## src/sramc_pkg.sv

```systemverilog
// Constants shared by the asynchronous static memory host controller.
// Assumes a 100 MHz controller clock; all pin timing is rounded to cycles.

package sramc_pkg;

  // ---------------------------------------------------------------
  // Geometry and clock
  // ---------------------------------------------------------------
  localparam int ADDR_W = 15;        // 32K words
  localparam int DATA_W = 8;         // Byte-wide data bus
  localparam int CNT_W = 4;          // Width of the phase timer
  localparam int SYNC_STAGES = 2;    // Flops on the data pins before use
  localparam int CLK_PERIOD_NS = 10; // 100 MHz

  // ---------------------------------------------------------------
  // Pin timing in ns, fast grade then slow grade
  // ---------------------------------------------------------------
  localparam int RC_FAST_NS = 10;   // Read cycle time
  localparam int RC_SLOW_NS = 12;
  localparam int AA_FAST_NS = 10;   // Address access time
  localparam int AA_SLOW_NS = 12;
  localparam int WC_FAST_NS = 10;   // Write cycle time
  localparam int WC_SLOW_NS = 12;
  localparam int AW_FAST_NS = 9;    // Address setup to write end
  localparam int AW_SLOW_NS = 10;
  localparam int HZOE_FAST_NS = 5;  // Output float after output enable
  localparam int HZOE_SLOW_NS = 6;
  localparam int SD_NS = 7;         // Data setup to write end
  localparam int WRITE_PULSE_MIN_OE_LOW_NS = 9;
  localparam int WRITE_PULSE_MIN_OE_HIGH_NS = 8;

  // Least time to whole cycles: round up, never below one
  function automatic int cycles_min(input int t_ns);
    int c;
    c = (t_ns + CLK_PERIOD_NS - 1) / CLK_PERIOD_NS;
    return (c < 1) ? 1 : c;
  endfunction : cycles_min

  function automatic int max3(input int a, input int b, input int c);
    int m;
    m = (a > b) ? a : b;
    return (m > c) ? m : c;
  endfunction : max3

  // ---------------------------------------------------------------
  // Cycle counts per grade
  // ---------------------------------------------------------------
  // Strobe width covers both output enable cases, address and data setup
  localparam logic [CNT_W-1:0] WR_PULSE_FAST_CYC = CNT_W'(max3(
    cycles_min(WRITE_PULSE_MIN_OE_LOW_NS), cycles_min(AW_FAST_NS),
    cycles_min(SD_NS)));
  localparam logic [CNT_W-1:0] WR_PULSE_SLOW_CYC = CNT_W'(max3(
    cycles_min(WRITE_PULSE_MIN_OE_LOW_NS), cycles_min(AW_SLOW_NS),
    cycles_min(SD_NS)));
  // Read strobes stay on for access time plus the input synchroniser, plus
  // one cycle so the first flop samples after the access time, not on it
  localparam logic [CNT_W-1:0] RD_ACC_FAST_CYC =
    CNT_W'(cycles_min(AA_FAST_NS) + SYNC_STAGES + 1);
  localparam logic [CNT_W-1:0] RD_ACC_SLOW_CYC =
    CNT_W'(cycles_min(AA_SLOW_NS) + SYNC_STAGES + 1);
  localparam logic [CNT_W-1:0] TURN_FAST_CYC = CNT_W'(cycles_min(HZOE_FAST_NS));
  localparam logic [CNT_W-1:0] TURN_SLOW_CYC = CNT_W'(cycles_min(HZOE_SLOW_NS));
  localparam logic [CNT_W-1:0] CYCLE_FAST_CYC =
    CNT_W'((RC_FAST_NS > WC_FAST_NS) ? cycles_min(RC_FAST_NS) : cycles_min(WC_FAST_NS));
  localparam logic [CNT_W-1:0] CYCLE_SLOW_CYC =
    CNT_W'((RC_SLOW_NS > WC_SLOW_NS) ? cycles_min(RC_SLOW_NS) : cycles_min(WC_SLOW_NS));

  // ---------------------------------------------------------------
  // Controller states
  // ---------------------------------------------------------------
  typedef enum logic [5:0] {
    ST_IDLE   = 6'h01,
    ST_WSET   = 6'h02,
    ST_WPULSE = 6'h04,
    ST_WHOLD  = 6'h08,
    ST_RACC   = 6'h10,
    ST_TURN   = 6'h20
  } sramc_state_type;

endpackage : sramc_pkg

```

## src/sramc_ctrl.sv

```systemverilog
// Host controller for a 32K x 8 asynchronous static memory.
// Assumes the data pins are joined to one bus by the surroundings, using
// sram_dq_oe_o; user requests come from logic on clk_i.
//
// How it works
// - Strobe low only while chip select is low
// - Data timed to the edge ending write
// - Address held through the whole write
// - Strobe width honours the output-enable-low minimum
// - Strobe width honours the output-enable-high minimum
// - Data driven well before the write ends
// - Data released only after the write end
// - Address changes only after write end
// - Write strobe high through every read
// - Reads keep select and output enable low
// - Address valid no later than select falls
`timescale 1ns/10ps
`default_nettype none

module sramc_ctrl #(
  parameter bit FAST_GRADE = 1'b1 // Selects the timing set of the part
) (
  input wire logic clk_i,
  input wire logic sys_rst_i,
  // User request port
  input wire logic req_i,
  input wire logic we_i,
  input wire logic [sramc_pkg::ADDR_W-1:0] addr_i,
  input wire logic [sramc_pkg::DATA_W-1:0] wdata_i,
  output logic ready_o,
  output logic [sramc_pkg::DATA_W-1:0] rdata_o,
  output logic rvalid_o,
  output logic wdone_o,
  // Memory pins
  output logic [sramc_pkg::ADDR_W-1:0] sram_addr_o,
  output logic sram_ce_n_o,
  output logic sram_oe_n_o,
  output logic sram_we_n_o,
  output logic [sramc_pkg::DATA_W-1:0] sram_dq_o,
  output logic sram_dq_oe_o,
  input wire logic [sramc_pkg::DATA_W-1:0] sram_dq_i
);

  // ---------------------------------------------------------------
  // Grade dependent counts
  // ---------------------------------------------------------------
  // Chosen at elaboration, so the slow grade costs no logic
  localparam logic [sramc_pkg::CNT_W-1:0] WR_PULSE_CYC = FAST_GRADE ?
    sramc_pkg::WR_PULSE_FAST_CYC : sramc_pkg::WR_PULSE_SLOW_CYC;
  localparam logic [sramc_pkg::CNT_W-1:0] RD_ACC_CYC = FAST_GRADE ?
    sramc_pkg::RD_ACC_FAST_CYC : sramc_pkg::RD_ACC_SLOW_CYC;
  localparam logic [sramc_pkg::CNT_W-1:0] TURN_CYC = FAST_GRADE ?
    sramc_pkg::TURN_FAST_CYC : sramc_pkg::TURN_SLOW_CYC;
  localparam logic [sramc_pkg::CNT_W-1:0] CYCLE_CYC = FAST_GRADE ?
    sramc_pkg::CYCLE_FAST_CYC : sramc_pkg::CYCLE_SLOW_CYC;

  // ---------------------------------------------------------------
  // State and decode
  // ---------------------------------------------------------------
  sramc_pkg::sramc_state_type state;      // Current phase
  sramc_pkg::sramc_state_type next_state; // Phase after this edge
  logic timer_zero;  // Current phase has run its length
  logic timer_load;  // Start timing a new phase
  logic [sramc_pkg::CNT_W-1:0] timer_count; // Length of that phase
  logic [sramc_pkg::DATA_W-1:0] dq_sync;  // Data pins after two flops

  wire st_idle = (state == sramc_pkg::ST_IDLE);
  wire st_wset = (state == sramc_pkg::ST_WSET);
  wire st_wpulse = (state == sramc_pkg::ST_WPULSE);
  wire st_whold = (state == sramc_pkg::ST_WHOLD);
  wire st_racc = (state == sramc_pkg::ST_RACC);
  wire st_turn = (state == sramc_pkg::ST_TURN);

  // Request accepted only from idle, which is what ready_o shows
  wire go = st_idle & req_i;
  wire go_write = go & we_i;
  wire go_read = go & ~we_i;
  wire read_end = st_racc & timer_zero;

  // ---------------------------------------------------------------
  // Next phase
  // ---------------------------------------------------------------
  // Write: set-up, strobe, hold; read: access, bus turnaround
  always_comb begin
    next_state = state;
    unique case (state)
      sramc_pkg::ST_IDLE: begin
        if (go_write) begin
          next_state = sramc_pkg::ST_WSET;
        end else if (go_read) begin
          next_state = sramc_pkg::ST_RACC;
        end
      end
      sramc_pkg::ST_WSET: begin
        next_state = sramc_pkg::ST_WPULSE;
      end
      sramc_pkg::ST_WPULSE: begin
        if (timer_zero) begin
          next_state = sramc_pkg::ST_WHOLD;
        end
      end
      sramc_pkg::ST_WHOLD: begin
        next_state = sramc_pkg::ST_IDLE;
      end
      sramc_pkg::ST_RACC: begin
        if (timer_zero) begin
          next_state = sramc_pkg::ST_TURN;
        end
      end
      sramc_pkg::ST_TURN: begin
        if (timer_zero) begin
          next_state = sramc_pkg::ST_IDLE;
        end
      end
      default: begin
        next_state = sramc_pkg::ST_IDLE; // Illegal code recovers to idle
      end
    endcase
  end

  // ---------------------------------------------------------------
  // Phase timer
  // ---------------------------------------------------------------
  // Loaded on the edge that enters a timed phase
  assign timer_load = go_read | st_wset | read_end;
  assign timer_count = st_wset ? WR_PULSE_CYC :
                       st_racc ? TURN_CYC : RD_ACC_CYC;

  sramc_timer #(
    .WIDTH(sramc_pkg::CNT_W)
  ) u_timer (
    .clk_i(clk_i),
    .sys_rst_i(sys_rst_i),
    .load_i(timer_load),
    .count_i(timer_count),
    .zero_o(timer_zero)
  );

  // ---------------------------------------------------------------
  // Data input synchroniser
  // ---------------------------------------------------------------
  // Read data pass two flops; the access phase is stretched to match
  sramc_sync #(
    .WIDTH(sramc_pkg::DATA_W)
  ) u_sync (
    .clk_i(clk_i),
    .sys_rst_i(sys_rst_i),
    .async_i(sram_dq_i),
    .sync_o(dq_sync)
  );

  // ---------------------------------------------------------------
  // Next pin and user values
  // ---------------------------------------------------------------
  wire ns_wset = (next_state == sramc_pkg::ST_WSET);
  wire ns_wpulse = (next_state == sramc_pkg::ST_WPULSE);
  wire ns_whold = (next_state == sramc_pkg::ST_WHOLD);
  wire ns_racc = (next_state == sramc_pkg::ST_RACC);

  // Address moves only with the select edge of a new access
  wire [sramc_pkg::ADDR_W-1:0] next_addr = go ? addr_i : sram_addr_o;
  // Select and strobe rise together, so one edge ends the write
  wire next_ce_n = ~(ns_wset | ns_wpulse | ns_racc);
  wire next_we_n = ~ns_wpulse;
  // Output enable stays high in writes so the memory never drives back
  wire next_oe_n = ~ns_racc;
  wire next_dq_oe = ns_wset | ns_wpulse | ns_whold;
  wire [sramc_pkg::DATA_W-1:0] next_dq = go_write ? wdata_i : sram_dq_o;
  wire [sramc_pkg::DATA_W-1:0] next_rdata = read_end ? dq_sync : rdata_o;
  wire next_ready = (next_state == sramc_pkg::ST_IDLE);

  // ---------------------------------------------------------------
  // Registers
  // ---------------------------------------------------------------
  // All pins idle-safe in reset: deselected, strobes high, bus released
  always_ff @(posedge clk_i) begin
    if (sys_rst_i) begin
      state <= sramc_pkg::ST_IDLE;
      sram_addr_o <= '0;
      sram_ce_n_o <= 1'b1;
      sram_oe_n_o <= 1'b1;
      sram_we_n_o <= 1'b1;
      sram_dq_o <= '0;
      sram_dq_oe_o <= 1'b0;
    end else begin
      state <= next_state;
      sram_addr_o <= next_addr;
      sram_ce_n_o <= next_ce_n;
      sram_oe_n_o <= next_oe_n;
      sram_we_n_o <= next_we_n;
      sram_dq_o <= next_dq;
      sram_dq_oe_o <= next_dq_oe;
    end
  end

  // User side answers
  always_ff @(posedge clk_i) begin
    if (sys_rst_i) begin
      ready_o <= 1'b0;
      rdata_o <= '0;
      rvalid_o <= 1'b0;
      wdone_o <= 1'b0;
    end else begin
      ready_o <= next_ready;
      rdata_o <= next_rdata;
      rvalid_o <= read_end;
      wdone_o <= st_whold;
    end
  end

  logic [sramc_pkg::CNT_W-1:0] wlow_age; // Cycles strobe has been low
  logic [sramc_pkg::CNT_W-1:0] addr_age; // Cycles since address moved

  // Saturating helpers; limit keeps the plus-one below overflow
  always_ff @(posedge clk_i) begin
    if (sys_rst_i) begin
      wlow_age <= '0;
      addr_age <= 4'hE;
    end else begin
      wlow_age <= (!sram_we_n_o && wlow_age != 4'hE) ? wlow_age + 1'b1 :
                  (!sram_we_n_o) ? wlow_age : 4'h0;
      addr_age <= (next_addr != sram_addr_o) ? 4'h0 :
                  (addr_age != 4'hE) ? addr_age + 1'b1 : addr_age;
    end
  end
endmodule : sramc_ctrl
`default_nettype wire

```

## src/sramc_sync.sv

```systemverilog
// Two-flop synchroniser for the memory data pins.
// Assumes the inputs are asynchronous to clk_i; no logic reads stage one.
`timescale 1ns/10ps
`default_nettype none

module sramc_sync #(
  parameter int WIDTH = 8
) (
  input wire logic clk_i,
  input wire logic sys_rst_i,
  input wire logic [WIDTH-1:0] async_i,
  output logic [WIDTH-1:0] sync_o
);

  // ---------------------------------------------------------------
  // Per-bit double flop
  // ---------------------------------------------------------------
  genvar g;
  generate
    for (g = 0; g < WIDTH; g++) begin : g_bit
      logic meta; // First stage, read only by the second
      always_ff @(posedge clk_i) begin
        if (sys_rst_i) begin
          meta <= 1'b0;
          sync_o[g] <= 1'b0;
        end else begin
          meta <= async_i[g];
          sync_o[g] <= meta;
        end
      end
    end
  endgenerate

endmodule : sramc_sync
`default_nettype wire

```

## src/sramc_timer.sv

```systemverilog
// Down counter that times each strobe phase of the memory controller.
// Assumes a load count of at least one; zero_o is high once it has run out.
`timescale 1ns/10ps
`default_nettype none

module sramc_timer #(
  parameter int WIDTH = 4
) (
  input wire logic clk_i,
  input wire logic sys_rst_i,
  input wire logic load_i,
  input wire logic [WIDTH-1:0] count_i,
  output logic zero_o
);

  // ---------------------------------------------------------------
  // Counter
  // ---------------------------------------------------------------
  logic [WIDTH-1:0] cnt; // Cycles left in the phase, minus one
  logic [WIDTH-1:0] next_cnt;

  // Load takes priority; otherwise count down and stop at zero
  assign next_cnt = load_i ? WIDTH'(count_i - 1'b1) :
                    (cnt != '0) ? WIDTH'(cnt - 1'b1) : cnt;
  assign zero_o = (cnt == '0);

  always_ff @(posedge clk_i) begin
    if (sys_rst_i) begin
      cnt <= '0;
    end else begin
      cnt <= next_cnt;
    end
  end

endmodule : sramc_timer
`default_nettype wire

```

## config.mk

```make
export PLATFORM = sky130hd
export DESIGN_NAME = sramc_ctrl
export DESIGN_NICKNAME = d
export VERILOG_FILES = /design/src/sramc_pkg.sv /design/src/sramc_ctrl.sv /design/src/sramc_sync.sv /design/src/sramc_timer.sv
export SDC_FILE = /design/constraint.sdc
export NUM_CORES = 1
export LEC_CHECK = 0
export BUFFER_PORTS_ARGS = -buffer_cell sky130_fd_sc_hd__buf_4
export CAP_MARGIN = 0
export CORE_MARGIN = 4
export CORE_UTILIZATION = 50
export DETAILED_ROUTE_END_ITERATION = 8
export GPL_TIMING_DRIVEN = 0
export PLACE_DENSITY = 0.8
export SYNTH_ARGS = -nofsm -noshare
export SYNTH_HDL_FRONTEND = slang
export SYNTH_SLANG_ARGS = --single-unit
```

## constraint.sdc

```tcl
create_clock -name clk_i -period 4.75 [get_ports clk_i]
set_input_delay 0.2375 -clock clk_i [delete_from_list [all_inputs] [get_ports clk_i]]
set_output_delay 0.2375 -clock clk_i [all_outputs]
set_load 0.1 [all_outputs]
```

# == After elaboration in Yosys (flattened, before gate mapping) ==
# Cells that the tools add are included.
# classes
addsub,2
n_eq_ne,11
mux,10
n_bitwise,13
n_reduce_logical,3
# op_table
op,count
2-to-1 mux 6 bit,5
one-hot mux 6 bit (5 select lines),1
"equality test 6 x 1 -> 1 bit, second input constant",2
"equality test 6 x 2 -> 1 bit, second input constant",2
"equality test 6 x 3 -> 1 bit, second input constant",2
"equality test 6 x 4 -> 1 bit, second input constant",2
"equality test 6 x 5 -> 1 bit, second input constant",2
2-to-1 mux 4 bit,2
"equality test 6 bit, second input constant",1
2-to-1 mux 3 bit,2
OR 1 bit,5
AND 1 bit,4
zero test 4 bit,1
inverter 1 bit,4
nonzero test 4 bit,1
"subtractor 3 x 1 -> 4 bit, second input constant",1
"subtractor 4 x 1 -> 4 bit, second input constant",1
nonzero test 2 bit,1
# totals
register_bits,64
inputBits,35
output_inout_bits,38
word_cells,67

# == Depth between registers and ports, before layout ==
# Gate-level depths: netlist of the first run.
# depth
word_depth,10
ltp_mapped,10

# == Modules after synthesis ==
# From an unflattened synthesis of the first run, not the netlist that was laid out.
# hier_totals
hier_cells,247
hier_area_um2,2416.1
# modules_own_cells
mod,n_inst,cells_each,area_per_inst_um2,seq_area_each_um2
sramc_ctrl,1,191,1734.2,880.8
sramc_sync,1,33,464.2,320.3
sramc_timer,1,23,217.7,80.1

# == Worst setup path after synthesis of the first run ==
# No wires, ideal clock.
# synth_timing
path_kind,flip-flop to flip-flop
start,reg state[5]
end,reg u_timer.cnt[2]
arrival_time_ns,2.327
slack_ns,2.353
path_stages_with_launch,10
cell_sequence,dfxtp_1 or4_1 buf_6 or2_0 buf_2 nand2_1 a21oi_1 ha_1 or4_1 a21oi_1
# synth_via
elab_chain_cells,6
# synth_lines
item,line_no,source
start: declaration,sramc_ctrl.sv:60,sramc_pkg::sramc_state_type state;
start signal: assignment,sramc_ctrl.sv:178,state <= sramc_pkg::ST_IDLE;
start signal: assignment,sramc_ctrl.sv:186,state <= next_state;
"parallel branches: the longest is 6 deep, another holds subtractor 3 x 1 -> 4 bit",n/a,
end signal: assignment,sramc_timer.sv:31,cnt <= next_cnt;
end: declaration,sramc_timer.sv:19,logic [WIDTH-1:0] cnt;
# Several ways; the timed one is not identified.
# A chain may end at the register's enable or synchronous reset.

# == Worst setup path in the final report of the first run ==
# layout_timing
start,reg state[2]
end,reg u_timer.cnt[2]
# The elaborated chain is that of the path after synthesis.

==> results of run 1 <==
[report_power, final]
part | internal (mW) | leakage, nW | switching [mW]
Combinational | 0.113 | 0.734 | 0.245
Sequential | 0.578 | 0.524 | 0.0272
Clock | 0.281 | 0.108 | 0.191
Total | 0.971 | 1.37 | 0.464
[Yosys cell counts]
| master | number |
|---|---|
| dfxtp_1 | 64 |
| a21o_2 | 1 |
| o211a_1 | 1 |
| nor2b_1 | 17 |
| o31ai_1 | 1 |
| a211oi_1 | 1 |
| mux2i_1 | 23 |
| buf_2 | 2 |
| a21oi_1 | 15 |
| nand2b_1 | 4 |
| inv_1 | 3 |
| clkbuf_1 | 8 |
| ha_1 | 1 |
| nor2_1 | 29 |
| or3_2 | 2 |
| nand3_1 | 12 |
| nand4b_1 | 2 |
| nor4_1 | 5 |
| a211oi_2 | 1 |
| nor4bb_1 | 1 |
| o21ai_0 | 1 |
| and3_1 | 1 |
| xor2_1 | 1 |
| nand2_1 | 13 |
| nor3_1 | 5 |
| o311a_1 | 1 |
| or2_0 | 1 |
| and2b_2 | 1 |
| nor3b_1 | 1 |
| buf_4 | 1 |
| buf_6 | 3 |
| or4_1 | 3 |
| a31o_1 | 1 |
| nor4b_1 | 1 |
| nor3_4 | 1 |
[per-layer routing]
metal,GRT usage [%],vias to the layer above,part of all wire (%)
met5,0,-,0
met4,7.767,0,1.9
met3,6.728,10,8.3
met2,25.76,60,46
met1,21.22,838,44
li1,-,947,-
[cell families (layout without fill, tap and decap cells)]
kind of cell / after synthesis / count (layout) / share of synthesized area, %
adder cells (fa/ha/maj): 1 / 1 / 0.5452
AO/OA/AOI/OAI: 23 / 23 / 6.325
flip-flops: 64 / 64 / 55.83
buffers and inverters: 17 / 103 / 4.035
multiplexers: 23 / 23 / 10.03
XOR/XNOR: 1 / 1 / 0.3817
AND/OR/NAND/NOR: 99 / 99 / 22.85
[metrics by stage]
| step | cell area [µm²] | instances | util (%) | setup slack, ns |
|---|---|---|---|---|
| after detailed placement | 2893 | 351 | 65.98 | 2.198 |
| final | 3098 | 366 | 70.66 | 2.180 |
| after global routing | 3098 | 366 | 70.66 | 1.914 |
| after CTS | 3098 | 366 | 70.66 | 2.181 |
| after global placement | 2893 | 351 | 65.98 | 2.242 |
| after floorplan | 2295 | 228 | - | 2.353 |
[state kept, by name (all words and copies together), names as in the netlist, 4 cells and up]
| signal | flops |
|---|---|
| u_sync.sync_o | 8 |
| sram_dq_o | 8 |
| u_timer.cnt | 4 |
| rdata_o | 8 |
| state | 6 |
| u_sync.g_bit.meta | 8 |
| sram_addr_o | 15 |
[layout make-up]
type	instances	area (µm²)	area share (%)
inverters	3	11.26	0.3635
well taps	52	65.06	2.100
repair buffers	71	533.0	17.21
clock inverters	3	40.04	1.292
multi-input cells	147	920.9	29.73
clock buffers	12	165.2	5.331
plain buffers	14	81.33	2.625
flip-flops and latches	64	1281	41.36
[worst min path at each step]
stage | to | from | depth (start not counted)
floorplan | state[1] | sys_rst_i | 1
global placement | u_sync.sync_o[2] | u_sync.g_bit[2].meta | 1
detailed placement | u_sync.sync_o[6] | u_sync.g_bit[6].meta | 1
CTS | u_sync.g_bit[7].meta | sram_dq_i[7] | 2
global route | u_sync.g_bit[6].meta | sram_dq_i[6] | 2
finish | u_sync.g_bit[6].meta | sram_dq_i[6] | 2
[worst max-delay path: cells and delay by family, from the launching register on]
family	cells	cell delay, ns
and+or+nand+nor	4	1.64
AOI/OAI and AO/OA	2	0.20
adders and majority gates	1	0.21
buffers and inverters	1	0.16
DFF	1	0.30
==> summary.txt, run 1 <==
Critical path
  – Crit path DAT: 2.84 ns
  – Critical path launch point type: flop
  – CP endpoint kind: flop
  – Reg-to-Reg Start: state[2]
  – R2r endpoint: u_timer.cnt[2]
  – Max incr delay on CP: a little under 0.7 ns
  – Crit Path Max Fanout: 8
  – Worst R2R Setup Slack: 2.18 ns
  – CP Cell Sequence: clkbuf_1 -> nor4_1 -> nand3_1 -> nand2_1 -> a21oi_1 -> ha_1 -> or4_1 -> a21oi_1
  – CP required: 5.02 ns
  – Critical path endpoint: u_timer.cnt[2]
  – Critical path's slowest cell: nor4_1
  – CP Launch Point: state[2]
  – R2R depth: 8
  – Top cell by count, worst path: a21oi_1
  – Crit Path Class: flop to flop

Clocking
  – Post-CTS Resized: 0
  – Post-CTS setup repair buffer count: 0
  – Clock latency at the later pin of the worst-skew pair: approximately 0.33 ns
  – H-tree levels: 3
  – Clk root buf: clkbuf_8
  – CTS tree: yes
  – Clk buf depth: 2
  – Num CTS Buffers: 9
  – CTS Sinks: 64
  – Number of buffers inserted by hold repair at cts: 0
  – Reg clk slew, reported paths: around 0.06 ns

Route
  – Via density: 5.068
  – DRC: 0
  – Final WL: ~4800 µm
  – Vias post-DR: 1855
  – Routed WL per cell: 13.12 µm
  – Number of nets with antenna violations after routing: 0
  – DRT iter0 DRCs: approximately 170
  – Initial DRT Pass Iterations: 4

Global routing
  – Total global-route track usage: around 17%
  – First-pass GRT wire length: 7307 µm
  – Total gr overflow: 0
  – Pin count of the biggest net entering global routing: 11
  – Number of global-route vias before repair: approximately 1.6k
  – Initial antenna violation count: 0

Placed design
  – Port Buf Inserts: 71
  – HPWL Detailed: roughly 3600 µm
  – GPL Wtd Cong: 0.8357

Layout
  – Area Overhead vs Synth: 35.01%
  – Filler cells: 370
  – Final antenna diode count: 0
  – Layout cells sized above 1: 31.21%
  – Most common cell after layout, fill and taps aside: buf_4
  – # nets final: 346
  – Commonest non-fill, non-tap cells in the layout: buf_4 (72), dfxtp_1 (64), nor2_1 (29)

Logic synthesis
  – Synth Cell Area: between 2000 and 2500 µm²
  – Flops & latches, synth: between 60 and 70
  – Cell variety after synth: 35
  – Post-synthesis sequential area ratio: 55.83%
  – Post-synthesis net count: 264
  – Synth warnings: 0
  – Most area-consuming cells after synthesis: dfxtp_1 (56%), mux2i_1 (10%), nor2_1 (4.7%)
  – Mean post-synth cell area: 10.06 µm²
  – Biggest area consumer among synthesized cells: dfxtp_1
  – Yosys top cell area share: 55.83%
  – Post-synthesis cell count: between 200 and 250

STA
  – Setup TNS: 0 ns
  – RSZ-0062 raised after global routing: false
  – Slew HR: 50.22%
  – Fin crit share: 54.10%
  – Setup-failing EPs final: 0
  – Clock Skews: 0.005644 ns
  – Max Clk Rate: 389.1 MHz
  – Tightest Pin Transition: 0.7399 ns
  – Period minus WS final: 2.570 ns
  – Hold slack: 0.1131 ns
  – Fin. max-slew vios: 0
  – Hold Fails Final Rpt: 0

Floorplanning
  – Die Width: 75.75 µm
  – Initial Util: 52.34%
  – Core ar.: ~4400 µm²
  – Die height: approximately 76 µm
  – Die area: 5737 µm²
  – Io pins: 73
  – Rows: 24

Run status
  – Status: complete, no violations

Power
  – Total power: 1.435 mW
  – PwrDens: 463.3 nW/µm²
  – Leak pwr: 1.366 nW
  – Peak VDD IR: 0.0002404 V

Job
  – Max-cap violations: 0

Worst hold path
  – HP Class: input pin to flop
No activity file was read; power rests on OpenSTA's default activity.
==> inputs of run 2 (changes only) <==
ABC_AREA = 1   (was not set)
CORE_UTILIZATION = 45   (was 50)
PLACE_DENSITY = 0.76   (was 0.8)
clock period = 2.3 ns   (was 4.75 ns; I/O delays follow)
==> summary.txt, run 2 <==
Placed design
  – Placed cell areas: 2928 µm² (+1.2%)
  – Port Buf Inserts: 71 (unchanged)
  – GPL Wtd Cong: 0.8060 (-3.6%)
  – HPWL Detailed: 3822 µm (+6.6%)

Clocking
  – CTS Sinks: 64 (unchanged)
  – Clk root buf: clkbuf_8
  – Post-CTS Resized: 0 (unchanged)
  – Post-CTS setup repair buffer count: 0 (unchanged)
  – Reg clk slew, reported paths: 0.07 ns (about the same)
  – H-tree levels: 3 (unchanged)
  – Num CTS Buffers: 9 (unchanged)
  – Clock latency at the later pin of the worst-skew pair: 0.34 ns (about the same)
  – Clk buf depth: 2 (unchanged)
  – CTS tree: yes

Critical path
  – CP required: 2.53 ns (-2.49 ns)
  – CP endpoint kind: flop
  – R2r endpoint: u_timer.cnt[2]
  – Max incr delay on CP: 0.36 ns (-0.32 ns)
  – Crit path DAT: 1.81 ns (-1.03 ns)
  – Crit Path Max Fanout: 4 (-4)
  – Crit Path Class: flop to flop
  – R2R depth: 9 (+1)
  – CP Cell Sequence: nor2_4 -> nand2_2 -> nor2_4 -> nand3_2 -> a21oi_2 -> ha_1 -> inv_1 -> nand2_1 -> a21oi_2
  – Reg-to-Reg Start: state[5]
  – Critical path launch point type: flop
  – Critical path's slowest cell: dfxtp_1
  – Worst R2R Setup Slack: 0.71 ns (-1.47 ns)

STA
  – Fin crit share: 68.93% (+15 points)
  – Fin. max-slew vios: 0 (unchanged)
  – Tightest Pin Transition: 0.4353 ns (-0.3046 ns)
  – Hold slack: 0.007215 ns (-0.1059 ns)
  – Hold Fails Final Rpt: 0 (unchanged)
  – Max Clk Rate: 630.8 MHz (+62%)
  – Setup TNS: 0 ns (unchanged)
  – Period minus WS final: 1.585 ns (-0.9845 ns)
  – Setup-failing EPs final: 0 (unchanged)
  – Clock Skews: 0.009522 ns (+0.003878 ns)
  – RSZ-0062 raised after global routing: false
  – Slew HR: 70.98% (+21 points)

Route
  – Vias post-DR: 2098 (+13%)
  – Via density: 4.662 (-8.0%)
  – Final WL: 5426 µm (+13%)
  – Routed WL per cell: 12.06 µm (-8.1%)
  – DRC: 0 (unchanged)
  – Number of nets with antenna violations after routing: 0 (unchanged)
  – DRT iter0 DRCs: 105 (-37%)
  – Initial DRT Pass Iterations: 4 (unchanged)

Layout
  – Final Instance Area: 3308 µm² (+6.8%)
  – Area Overhead vs Synth: 43.15%
  – Layout cells sized above 1: 29.77% (-1.4 points)
  – Most common cell after layout, fill and taps aside: nor2_1
  – Final antenna diode count: 0 (unchanged)
  – Max reg flops: 15 (unchanged)
  – # nets final: 414 (+20%)
  – Util after Layout: 68.23% (-2.4 points)
  – Largest Register: sram_addr_o
  – Commonest non-fill, non-tap cells in the layout: nor2_1 (91), buf_4 (72), dfxtp_1 (64)

Run status
  – Status: complete, no violations

Floorplanning
  – Die height: 79.66 µm (+5.2%)
  – Rows: 25 (+4.2%)
  – Io pins: 73 (unchanged)
  – Core ar.: 4848 µm² (+11%)
  – Initial Util: 47.66% (-4.7 points)
  – Die area: 6346 µm² (+11%)
  – Die Width: 79.66 µm (+5.2%)

Logic synthesis
  – Yosys top cell area share: 55.44% (-0.39 points)
  – Post-synthesis net count: 320 (+21%)
  – Synth warnings: 0 (unchanged)
  – Flops & latches, synth: 64 (unchanged)
  – Post-synthesis cell count: 284 (+25%)
  – Most area-consuming cells after synthesis: dfxtp_1 (55%), nor2_1 (15%), o21ai_0 (6.7%)
  – Cell variety after synth: 28 (-20%)
  – Synth cell count leaders: nor2_1 (91), dfxtp_1 (64), o21ai_0 (31)
  – Synth Cell Area: 2311 µm² (+0.71%)
  – Top FF cell, synth: dfxtp_1
  – Mean post-synth cell area: 8.137 µm² (-19%)
  – Post-synth EDFFs: 0 (unchanged)
  – Post-synthesis sequential area ratio: 55.44% (-0.39 points)
  – Biggest area consumer among synthesized cells: dfxtp_1
  – Most frequent cell after synthesis: nor2_1
  – Ys async rst share: 0% (unchanged)

Worst hold path
  – Hold Path End: sram_dq_o[1]
  – Hold path start: wdata_i[1]
  – Min-Delay Path Depth: 3 (+1)
  – HP Class: input pin to flop

Global routing
  – First-pass GRT wire length: 8852 µm (+21%)
  – Pin count of the biggest net entering global routing: 12 (+1)
  – Total gr overflow: 0 (unchanged)
  – Number of global-route vias before repair: 1979 (+21%)
  – Initial antenna violation count: 0 (unchanged)
  – Total global-route track usage: 18.23% (+1.2 points)

Power
  – Leak pwr: 1.604 nW (+17%)
  – Peak VDD IR: 0.0006867 V (+190%)
  – PwrDens: 1073 nW/µm² (+130%)

Job
  – Max-cap violations: 0 (unchanged)
-- run 2: cell types whose count changed after synthesis, moves of 8 or more --
| cell | delta |
|---|---|
| nand3_1 | -10 |
| mux2i_1 | -23 |
| nor2b_1 | -17 |
| nand2_1 | +8 |
| nor2_1 | +62 |
| inv_1 | +23 |
| a21oi_1 | -13 |
| o21ai_0 | +30 |
-- run 2: cell type report --
type                       instances  area [µm²]
clock inverter                     5       128.9
tap                               67       83.83
clock buffer                      11       131.4
buffer                             9       40.04
fill                             404        1540
timing repair buffer              83       653.1
inverter                          32       122.6
sequential                        64        1281
multi-input combinational        179       867.1
-- run 2: what timing repair did --
action	CTS	global route
hold buffers	12	0
hold endpoints to repair	12	0
setup endpoints to repair	0	0
-- run 2: logic make-up after synthesis --
group / share of synthesized area, %
adders and majority gates: 0.5413
buffers and inverters: 7.039
and+or+nand+nor: 27.72
AOI/OAI and AO/OA: 9.258
DFF: 55.44
-- run 2: worst max-delay path by stage --
stage	slack, ns	depth (start not counted)	from	end
final	0.71	9	state[5]	u_timer.cnt[2]
after global routing	0.54	10	state[1]	u_timer.cnt[2]
after CTS	0.71	9	state[5]	u_timer.cnt[2]
after detailed placement	0.73	9	state[5]	u_timer.cnt[2]
after global placement	0.79	9	state[5]	u_timer.cnt[2]
after floorplan	0.91	9	state[5]	u_timer.cnt[2]
-- run 2: layer usage --
layer	vias up	global-route usage (%)	routed length [µm]
met3	15	5.192	424
met5	-	0	0
met2	83	31.05	2503
li1	1068	-	-
met4	0	9.966	158
met1	932	20.34	2340
-- run 2: critical path: cells and delay by family (launching register included) --
| family | cells | cell delay (ns) |
|---|---|---|
| fa+ha+maj | 1 | 0.19 |
| compound gates | 2 | 0.26 |
| flops | 1 | 0.36 |
| buf+inv | 1 | 0.04 |
| simple gates | 5 | 0.63 |
-- run 2: through the flow --
step	cells	power, mW	setup slack [ns]
floorplan	284	2.071	0.9099
global placement	422	2.278	0.7927
detailed placement	422	2.293	0.7341
CTS	450	3.567	0.7140
global route	450	3.716	0.5431
finish	450	3.548	0.7147
-- run 2: power by group --
group          switching, mW  leakage [nW]  total, mW  internal (mW)
clock network          0.428         0.128       1.26          0.833
registers             0.0563         0.526       1.27           1.21
logic                  0.752         0.950       1.02          0.265
==> inputs of run 3 (changes only) <==
ABC_AREA = 0   (was 1)
clock period = 1.38 ns   (was 2.3 ns; I/O delays follow)
==> summary.txt, run 3 (synthesized netlist as in run 1, its figures left out) <==
Critical path
  – Top delay family on crit path: simple AND/OR/NAND/NOR gates
  – R2R depth: 7 (-2)
  – Critical path launch point type: flop
  – Crit path DAT: 2.39 ns (+0.58 ns)
  – Crit Path Max Fanout: 2 (-2)
  – Crit Path Class: flop to flop
  – Reg-to-Reg Start: state[3]
  – Max incr delay on CP: 0.56 ns (+0.20 ns)
  – CP Launch Point: state[3]
  – CP required: 1.65 ns (-0.88 ns)
  – CP endpoint kind: flop
  – CP Cell Sequence: or4_4 -> or2_4 -> nand2_4 -> a21oi_2 -> ha_4 -> or4_1 -> a21oi_1
  – Critical path's slowest cell: or4_4
  – R2r endpoint: u_timer.cnt[2]
  – Worst path bufs/invs: 0 (-1)
  – Worst R2R Setup Slack: -0.74 ns (-1.46 ns)

Floorplanning
  – Die height: 79.41 µm (-0.31%)
  – Die Width: 79.41 µm (-0.31%)
  – Initial Util: 47.64% (about the same)
  – Rows: 25 (unchanged)
  – Io pins: 73 (unchanged)
  – Core ar.: 4817 µm² (-0.65%)
  – Die area: 6306 µm² (-0.63%)

Route
  – Number of nets with antenna violations after routing: 0 (unchanged)
  – Final WL: 7006 µm (+29%)
  – DRC: 0 (unchanged)
  – Initial DRT Pass Iterations: 4 (unchanged)
  – DRT iter0 DRCs: 162 (+54%)
  – Vias post-DR: 2206 (+5.1%)
  – Routed WL per cell: 16.29 µm (+35%)
  – Via density: 5.130 (+10%)

Placed design
  – Placed Cells: 366 (-13%)
  – Port Buf Inserts: 71 (unchanged)
  – GPL Wtd Cong: 0.7996 (-0.79%)
  – Dpl ws: -0.9935 ns (-1.728 ns)
  – Placed cell areas: 2930 µm² (about the same)
  – HPWL Detailed: 3775 µm (-1.2%)

Global routing
  – Met1 Usage GRT: 22.09% (+1.7 points)
  – First-pass GRT wire length: 10140 µm (+15%)
  – Total gr overflow: 0 (unchanged)
  – GRT busiest layer: met2
  – Number of global-route vias before repair: 2119 (+7.1%)
  – Met3 Track Usage GR: 4.740% (-0.45 points)
  – Pin count of the biggest net entering global routing: 13 (+1)
  – Total global-route track usage: 21.23% (+3.0 points)
  – Met2 usage: 39.56% (+8.5 points)
  – Initial antenna violation count: 0 (unchanged)

Clocking
  – CTS tree: yes
  – Num CTS Buffers: 9 (unchanged)
  – CTS Sinks: 64 (unchanged)
  – Clk buf depth: 2 (unchanged)
  – Clock latency at the later pin of the worst-skew pair: 0.35 ns (about the same)
  – H-tree levels: 3 (unchanged)
  – Clk root buf: clkbuf_8
  – Reg clk slew, reported paths: 0.07 ns (about the same)

STA
  – Final WS setup: -0.7417 ns (-1.456 ns)
  – Period minus WS final: 2.122 ns (+0.5364 ns)
  – Tightest Pin Transition: 0.6029 ns (+0.1676 ns)
  – Clock Skews: 0.01108 ns (+0.001556 ns)
  – Fin crit share: 153.7% (+85 points)
  – Slew HR: 59.80% (-11 points)
  – Max Clk Rate: 471.3 MHz (-25%)
  – Setup TNS: -20.60 ns (-20.60 ns)
  – RSZ-0062 raised after global routing: true
  – Fin. max-slew vios: 0 (unchanged)
  – Setup-failing EPs final: 45 (+45)
  – Hold Fails Final Rpt: 0 (unchanged)

Layout
  – Area Overhead vs Synth: 67.23%
  – Final Instance Area: 3837 µm² (+16%)
  – Storage element area: 1295 µm² (+1.1%)
  – Area of the multi-input gates: 1119 µm² (+29%)
  – Largest Register: sram_addr_o
  – Max reg flops: 15 (unchanged)
  – Commonest non-fill, non-tap cells in the layout: buf_4 (81), dfxtp_1 (59), dlygate4sd3_1 (32)
  – Most common cell after layout, fill and taps aside: buf_4
  – Final antenna diode count: 0 (unchanged)
  – Layout cells sized above 1: 39.67% (+9.9 points)
  – Filler cells: 303 (-25%)
  – Final Non-Filler Cells: 430 (-4.4%)
  – # nets final: 394 (-4.8%)

Worst hold path
  – Min-Delay Path Depth: 3 (unchanged)
  – Hold Path End: state[1]
  – Hold path start: req_i
  – HP Class: input pin to flop

Run status
  – Failing checks: setup timing
  – Status: finished with violations

Power
  – Leak pwr: 1.635 nW (+1.9%)
  – PwrDens: 1473 nW/µm² (+37%)
  – Peak VDD IR: 0.0009763 V (+42%)
  – Total power: 5.651 mW (+59%)

Job
  – Max-cap violations: 0 (unchanged)
[run 3: how the worst max path moves through the flow]
stage                     slack [ns]  cells past startpoint             end
after global routing           -0.78                      9  u_timer.cnt[2]
after global placement         -0.95                      8  u_timer.cnt[2]
after detailed placement       -0.99                      8  u_timer.cnt[2]
after CTS                      -0.85                      9  u_timer.cnt[2]
after floorplan                -0.78                      9  u_timer.cnt[2]
final                          -0.74                      7  u_timer.cnt[2]
[run 3: area by class of cell]
class	count	area share (%)
Inverter	3	0.2934
Tap cell	67	2.185
Sequential cell	64	33.75
Clock inverter	6	2.348
Timing Repair Buffer	122	26.83
Clock buffer	10	3.587
Multi-Input combinational cell	147	29.15
Buffer	11	1.858
[run 3: stage by stage]
stage | util, % | hold slack, ns
6_report | 79.66 | 0.1219
3_5_place_dp | 60.83 | 0.2868
4_1_cts | 75.90 | 0.04860
2_1_floorplan | - | 0.1576
5_1_grt | 79.66 | 0.1205
3_3_place_gp | 60.83 | 0.2781
[run 3: tightest hold or removal path: cells and delay by family]
| kind | cells | cell delay [ns] |
|---|---|---|
| AND/OR/NAND/NOR | 2 | 0.22 |
| buffers and inverters | 1 | 0.12 |
[run 3: where the power goes]
part / total (mW) / leakage, nW / internal [mW] / switching (mW)
logic: 1.69 / 0.995 / 0.680 / 1.01
registers: 2.13 / 0.527 / 1.98 / 0.143
clock network: 1.83 / 0.113 / 1.07 / 0.761
total: 5.65 / 1.63 / 3.74 / 1.92
[run 3: timing repair]
action	in CTS	in global routing
endpoints found under the hold margin	32	0
cloned	2	0
setup endpoints to repair	47	47
hold buffers	32	0
pin swaps	5	12
gates resized for setup	22	30
buffers inserted	10	7
[run 3: metal layers]
layer | wire length (µm) | part of all wire [%]
met5 | 0 | 0
met4 | 222 | 3.2
met3 | 315 | 4.5
met2 | 3785 | 54
met1 | 2683 | 38
